==> src/rsc_pkg.sv <==
// rsc_pkg: constants shared by the reset source collector files
// assumes the system clock is 20 MHz
package rsc_pkg;
    localparam int          CAUSE_W        = 7;
    localparam int          CAUSE_POR      = 0;
    localparam int          CAUSE_PPD      = 1;
    localparam int          CAUSE_LVD      = 2;
    localparam int          CAUSE_EXT      = 3;
    localparam int          CAUSE_WD_LOR   = 4;
    localparam int          CAUSE_WD_TMO   = 5;
    localparam int          CAUSE_SW       = 6;
    localparam logic [6:0]  STATUS_RESET   = 7'h00;
    localparam int          PORTA_W        = 8;
    localparam int          SHARED_BIT     = 7;
    localparam logic [7:0]  PORTA_PER_INIT = 8'hFF;
    localparam logic [20:0] RESET_VECTOR   = 21'h000000;
    localparam int          CLK_HZ         = 20000000;
    localparam int          HOLD_NS        = 1000;
    localparam int          HOLD_CYCLES    = (HOLD_NS * (CLK_HZ / 1000000) + 999) / 1000;
    typedef enum logic [1:0] {RSC_RUN, RSC_ASSERT, RSC_HOLD} rsc_state_e;
endpackage

==> src/rsc_sync.sv <==
// rsc_sync: two-flop synchroniser for one asynchronous level
// assumes the input is a pin or detector output outside the mclk domain
`timescale 1ns/1ps
module rsc_sync #(
    parameter logic RESET_VAL = 1'b0
) (
    input  wire logic mclk,
    input  wire logic rst,
    input  wire logic async_in,
    output logic      sync_out
);
    logic meta;

    always_ff @(posedge mclk) begin
        if (rst) begin
            meta     <= RESET_VAL;
            sync_out <= RESET_VAL;
        end else begin
            meta     <= async_in;
            sync_out <= meta;
        end
    end
endmodule

==> src/rsc_top.sv <==
// rsc_top: collects reset causes into one system reset, records them, owns the shared pin
// assumes detectors and the pin are asynchronous; software strobes are on mclk
`timescale 1ns/1ps
module rsc_top #(
    parameter int HOLD = rsc_pkg::HOLD_CYCLES
) (
    input  wire logic                    mclk,
    input  wire logic                    rst,
    input  wire logic                    power_on_reset,
    input  wire logic                    partial_power_down_reset,
    input  wire logic                    low_voltage_detect_reset,
    input  wire logic                    watchdog_lost_reference_reset,
    input  wire logic                    watchdog_timeout_reset,
    input  wire logic                    software_request_reset,
    input  wire logic [6:0]              status_clear,
    input  wire logic                    porta_per_we,
    input  wire logic [7:0]              porta_per_wdata,
    input  wire logic                    gpio_a7_out,
    input  wire logic                    gpio_a7_drive,
    input  wire logic                    shared_pin_in,
    output logic                         shared_pin_out,
    output logic                         shared_pin_oe_n,
    output logic                         shared_pin_pullup,
    output logic                         gpio_a7_in,
    output logic [7:0]                   port_a_peripheral_enable,
    output logic [6:0]                   reset_cause_status,
    output logic                         system_reset,
    output logic                         peripheral_disable,
    output logic                         pins_to_reset_cfg,
    output logic                         pc_load,
    output logic [20:0]                  pc_reset_vector
);
    logic [6:0]          raw;
    logic [6:0]          cause;
    logic                pin_sync;
    logic                any_cause;
    logic                hold_cnt_done;
    logic [15:0]         hold_cnt;
    logic                pin_is_reset;
    logic                ext_cause;
    logic [1:0]          pull_age;
    // RUN is released; ASSERT follows an active cause; HOLD stretches after the last one
    rsc_pkg::rsc_state_e state;

    rsc_sync #(.RESET_VAL(1'b1)) u_pin (
        .mclk     (mclk),
        .rst      (rst),
        .async_in (shared_pin_in),
        .sync_out (pin_sync)
    );

    genvar g;
    generate
        for (g = 0; g < rsc_pkg::CAUSE_W; g++) begin : g_sync
            if (g == rsc_pkg::CAUSE_SW) begin : g_direct
                // software strobe is already on mclk
                assign cause[g] = raw[g];
            end else if (g == rsc_pkg::CAUSE_EXT) begin : g_pin
                // the pin has its own synchroniser, shared with the gpio input path
                assign cause[g] = ext_cause;
            end else begin : g_async
                rsc_sync #(.RESET_VAL(1'b0)) u_s (
                    .mclk     (mclk),
                    .rst      (rst),
                    .async_in (raw[g]),
                    .sync_out (cause[g])
                );
            end
        end
    endgenerate

    // the ext slot stays empty here: the pin joins after its own synchroniser
    always_comb begin
        raw                          = '0;
        raw[rsc_pkg::CAUSE_POR]      = power_on_reset;
        raw[rsc_pkg::CAUSE_PPD]      = partial_power_down_reset;
        raw[rsc_pkg::CAUSE_LVD]      = low_voltage_detect_reset;
        raw[rsc_pkg::CAUSE_WD_LOR]   = watchdog_lost_reference_reset;
        raw[rsc_pkg::CAUSE_WD_TMO]   = watchdog_timeout_reset;
        raw[rsc_pkg::CAUSE_SW]       = software_request_reset;
    end

    // pin is a reset source only while it holds its reset function; low is active
    assign pin_is_reset = port_a_peripheral_enable[rsc_pkg::SHARED_BIT];
    // the synchroniser still carries gpio-mode levels for a few edges after the
    // pull-up returns; a pin left low as gpio must not pose as an external reset
    assign ext_cause    = pin_is_reset & (&pull_age) & ~pin_sync;
    assign any_cause    = |cause;

    always_ff @(posedge mclk) begin
        if (rst) begin
            pull_age <= 2'h3;
        end else begin
            pull_age <= {pull_age[0], shared_pin_pullup};
        end
    end

    // reset stretched so a one-cycle pulse still reaches every consumer;
    // HOLD must be at least 1, as the compare below wraps for zero
    assign hold_cnt_done = (hold_cnt >= 16'(HOLD - 1));

    // the stretch counter runs only in HOLD; a cause arriving there clears it,
    // so every new cause buys the full stretch again
    always_ff @(posedge mclk) begin
        if (rst || (state != rsc_pkg::RSC_HOLD) || any_cause) begin
            hold_cnt <= 16'h0000;
        end else if (!hold_cnt_done) begin
            hold_cnt <= hold_cnt + 16'h0001;
        end
    end

    always_ff @(posedge mclk) begin
        if (rst) begin
            state <= rsc_pkg::RSC_ASSERT;
        end else begin
            unique case (state)
                rsc_pkg::RSC_RUN: begin
                    if (any_cause) begin
                        state <= rsc_pkg::RSC_ASSERT;
                    end
                end
                // ASSERT waits for every cause to drop before the stretch starts
                rsc_pkg::RSC_ASSERT: begin
                    if (!any_cause) begin
                        state <= rsc_pkg::RSC_HOLD;
                    end
                end
                rsc_pkg::RSC_HOLD: begin
                    if (any_cause) begin
                        state <= rsc_pkg::RSC_ASSERT;
                    end else if (hold_cnt_done) begin
                        state <= rsc_pkg::RSC_RUN;
                    end
                end
                default: begin
                    state <= rsc_pkg::RSC_ASSERT;
                end
            endcase
        end
    end

    // one stretched level feeds every consumer, so none can leave reset early
    assign system_reset       = (state != rsc_pkg::RSC_RUN);
    assign peripheral_disable = system_reset;
    assign pins_to_reset_cfg  = system_reset;
    assign pc_load            = system_reset;

    // the vector is constant here; kept in a register so the core sees a settled value
    always_ff @(posedge mclk) begin
        if (rst) begin
            pc_reset_vector <= rsc_pkg::RESET_VECTOR;
        end else begin
            pc_reset_vector <= rsc_pkg::RESET_VECTOR;
        end
    end

    // status: power-on wipes older causes; a new cause beats a same-cycle clear
    logic [6:0] cause_now;
    logic [6:0] status_keep;
    assign cause_now   = cause;
    assign status_keep = reset_cause_status & ~status_clear;

    always_ff @(posedge mclk) begin
        if (rst) begin
            reset_cause_status <= rsc_pkg::STATUS_RESET;
        end else if (cause[rsc_pkg::CAUSE_POR]) begin
            reset_cause_status <= cause_now;
        end else begin
            reset_cause_status <= status_keep | cause_now;
        end
    end

    // the enable register is held at its reset value while reset is active
    always_ff @(posedge mclk) begin
        if (rst || system_reset) begin
            port_a_peripheral_enable <= rsc_pkg::PORTA_PER_INIT;
        end else if (porta_per_we) begin
            port_a_peripheral_enable <= porta_per_wdata;
        end
    end

    // pin drive: released whenever the reset function owns the pin
    always_ff @(posedge mclk) begin
        if (rst || pin_is_reset || system_reset) begin
            shared_pin_out  <= 1'b0;
            shared_pin_oe_n <= 1'b1;
        end else begin
            shared_pin_out  <= gpio_a7_out;
            shared_pin_oe_n <= ~gpio_a7_drive;
        end
    end

    // pull-up follows the reset function and stays on through any system reset,
    // so a released pin never floats while it can still reset the chip
    always_ff @(posedge mclk) begin
        if (rst || pin_is_reset || system_reset) begin
            shared_pin_pullup <= 1'b1;
        end else begin
            shared_pin_pullup <= 1'b0;
        end
    end

    // input path: the synchronised level reaches software only in gpio mode;
    // reads while the pin is the reset input return zero, not a stale level
    always_ff @(posedge mclk) begin
        if (rst || pin_is_reset || system_reset) begin
            gpio_a7_in <= 1'b0;
        end else begin
            gpio_a7_in <= pin_sync;
        end
    end
endmodule

==> config.mk <==
export PLATFORM = sky130hd
export DESIGN_NAME = rsc_top
export DESIGN_NICKNAME = d
export VERILOG_FILES = /design/src/rsc_pkg.sv /design/src/rsc_sync.sv /design/src/rsc_top.sv
export SDC_FILE = /design/constraint.sdc
export NUM_CORES = 1
export LEC_CHECK = 0
export BUFFER_PORTS_ARGS = -buffer_cell sky130_fd_sc_hd__buf_2
export CAP_MARGIN = 20
export CORE_ASPECT_RATIO = 1.5
export CORE_MARGIN = 8
export CORE_UTILIZATION = 43
export CTS_CLUSTER_DIAMETER = 60
export DETAILED_ROUTE_END_ITERATION = 6
export PLACE_DENSITY = 0.81
export RECOVER_POWER = 25
export SLEW_MARGIN = 10
export SYNTH_ARGS = -nofsm -noshare
export SYNTH_HDL_FRONTEND = slang
export SYNTH_HIERARCHICAL = 1
export SYNTH_SLANG_ARGS = --single-unit
==> constraint.sdc <==
create_clock -name mclk -period 1.7 [get_ports mclk]
set_clock_uncertainty 0.1 [all_clocks]
set_input_delay 0.255 -clock mclk [delete_from_list [all_inputs] [get_ports mclk]]
set_output_delay 0.255 -clock mclk [all_outputs]
set_load 0.02 [all_outputs]
==> impl_metrics.tcl <==
set metrics [dict create \
    critPathCaptureType "flop" \
    p_leak_nw 0.988 \
    met1Wirelength_um 1330 \
    max_cap_viol_count 0 \
    die_h_um 96.8 \
    tightest_slew_ps 848 \
    area_growth_pct 18.7 \
    setup_viol 0 \
    wl_met2_um 1910 \
    synth_area_mm2 0.00187 \
    core_area_mm2 0.00421 \
    path_clk_slew_ps 90 \
    grt_pass1_vias 1366 \
    diodes 0 \
    timing.hold.worst.class "input port to flop" \
    startpoint_type "flop" \
    synth.distinct_cells 35 \
    detail-route-antenna-nets 0 \
    die_w_um 69.8 \
    max_freq_mhz 620 \
    synth_top_flop_cell "dfxtp_1" \
    p_switching_mw 0.496 \
    yosys.area.top_type "dfxtp_1" \
    swShare 0.220 \
    seq_power_share 0.546 \
    instances_no_fill 281 \
    gp_congestion 0.739 \
    synth.most_common_cell "dfxtp_1" \
    clock_latency_ps 310 \
    port_buffers 49 \
    synth-edff-count 0 \
    crit_path_top_delay_cell "or3b_1" \
    min_period_ps 1610 \
    initial_core_util 0.444 \
    routed-wl-met3_um 327 \
    final_nets 262 \
    htreeDepth 2 \
    vias_per_cell 4.59 \
    vdd_drop_max_mv 0.833 \
    grt_max_degree 24 \
    dr.max_layer_used "met4" \
    worst-path-buf-inv 0 \
    power.internal_mw 1.76 \
    wirelength_um 3640 \
    clockPowerShare 0.378 \
    synth_seq_cells 51 \
    cp_cell_sequence "ha_1 -> o31ai_2 -> nand4_2 -> or3b_1 -> a21oi_2" \
    cp_top_family "simple AND/OR/NAND/NOR gates" \
    netlist_top_cells_area "dfxtp_1 (55%), buf_4 (9.6%), mux2i_1 (4.8%), and2_1 (4.0%), nor2b_1 (3.3%)" \
    critPathRequiredTime_ps 1850 \
    cts_made_buffers 5 \
    cp.arrival_ps 1760 \
    ctsLongestPathBuffers 2 \
    synth_top_area_frac 0.546 \
    overflow 0 \
    avgRoutedWirePerCell_um 13.0 \
    layout-drive-gt1-share 0.306 \
    hpwl_um 2730 \
    max_stage_delay_ps 390 \
    pin_count 71 \
    cts-root-buf "clkbuf_8" \
    grt_antenna_before_repair 0 \
    drv_slew 0 \
    syn_area_per_cell_um2 10.4 \
    vias 1290 \
    grt_pass1_wl_um 5930 \
    power_mw 2.25 \
    grtUsageTotal 0.107 \
    combinationalPowerShare 0.076 \
    drtPass1Iterations 4 \
    fin_util 0.527 \
    yosysWarnings 6 \
    drcViolationCount 0 \
    synth_commonest_cells "dfxtp_1 (51), buf_4 (24), nor2_1 (15), and2_1 (12)" \
    clock_sinks 51 \
    finalCritPeriodShare 0.949 \
    hold_viol 0 \
    yosysSeqAreaShare 0.546 \
    status "completed" \
    rows 29 \
    powerDensity_mw_per_mm2 1010 \
    cts_tree "yes" \
    relSlewSlack 0.434 \
    critPathKind "flop to flop" \
    crit_path_max_fanout 3 \
    placed_cells 271 \
    syn_inst 179 \
    async_flop_share 0 \
    drt_iter0_drc 22 \
    die-area_mm2 0.00676 \
]
## state kept, by name, indices dropped and copies added (netlist names)
register                     cells
shared_pin_out                   1
g_sync.g_async.u_s/meta          5
u_pin/sync_out                   1
u_pin/meta                       1
gpio_a7_in                       1
pull_age                         2
shared_pin_oe_n                  1
port_a_peripheral_enable         8
reset_cause_status               7
shared_pin_pullup                1
g_sync.g_async.u_s/sync_out      5
hold_cnt                        16
state                            2
## cell families (layout without fill, tap and decap cells)
family / after synthesis / count (layout) / synth area share
AOI/OAI and AO/OA: 11 / 11 / 0.0335
and+or+nand+nor: 75 / 75 / 0.246
DFF: 51 / 51 / 0.546
xor gates and xnor gates: 1 / 1 / 0.00469
adders and majority gates: 1 / 1 / 0.00669
other: 1 / 21 / 0.00201
buffers and inverters: 30 / 66 / 0.113
muxes: 9 / 9 / 0.0482
## power by group through the flow
| stage | registers (mW) | clock network (mW) | logic [mW] |
|---|---|---|---|
| finish | 1.23 | 0.852 | 0.170 |
| global route | 1.23 | 0.925 | 0.187 |
| CTS | 1.23 | 0.875 | 0.168 |
| detailed placement | 1.26 | 0 | 0.165 |
| global placement | 1.26 | 0 | 0.164 |
| floorplan | 1.27 | 0 | 0.140 |
## layout make-up
class / count / area [µm²]
clock inverters: 2 / 35.0
clock buffers: 6 / 82.6
multi-input cells: 118 / 721
inverters: 2 / 7.51
well taps: 46 / 57.6
flip-flops and latches: 51 / 1020
fillers: 371 / 1990
repair buffers: 56 / 295
## what timing repair did
action	CTS	global route
endpoints found under the hold margin	1	0
hold buffers	1	0
buffers inserted	0	1
endpoints found under the setup margin	0	1
resized for setup	0	2
## cell usage in the layout (no fill, tap or decap), types with 6 or more instances in the layout
cell / synthesis / routed
mux2i_1: 9 / 9
dfxtp_1: 51 / 51
buf_2: 0 / 48
nor2b_1: 10 / 10
nor2_1: 15 / 15
and2_1: 12 / 12
conb_1: 1 / 21
nand2_1: 10 / 10
clkbuf_8: 0 / 6
## stage by stage
step / instance area, µm² / hold slack, ps / setup slack [ps] / setup TNS (ps)
2_1_floorplan: 1940 / 217 / 116 / 0
3_3_place_gp: 2080 / 290 / 134 / 0
3_5_place_dp: 2080 / 298 / 109 / 0
4_1_cts: 2210 / 14.5 / 62.9 / 0
5_1_grt: 2220 / 15.9 / -6.15 / -6.15
6_report: 2220 / 20.7 / 86.5 / 0
## layer usage
layer | up-vias | track usage
met5 | - | 0
met4 | 0 | 0.0590
met3 | 6 | 0.0573
met2 | 48 | 0.185
met1 | 590 | 0.0961
li1 | 646 | -
## worst register-to-register path, delay by kind of cell, from the launching register on
kind            cells  cell delay (ps)
flops               1              360
fa+ha+maj           1              240
compound gates      2              330
simple gates        2              530
## path summary, 6_finish.rpt
check	slack, ps	cells after the start	startpoint	end
worst max-delay path	90	5	hold_cnt[0]$_SDFFE_PP0N_	state[1]$_SDFFE_PP0P_
worst min-delay path	20	2	shared_pin_in	u_pin/meta$_SDFF_PP1_
worst max register to register	90	5	hold_cnt[0]$_SDFFE_PP0N_	state[1]$_SDFFE_PP0P_
worst min register to register	320	1	u_pin/meta$_SDFF_PP1_	u_pin/sync_out$_SDFF_PP1_
Power figures use the tool's default switching activity.
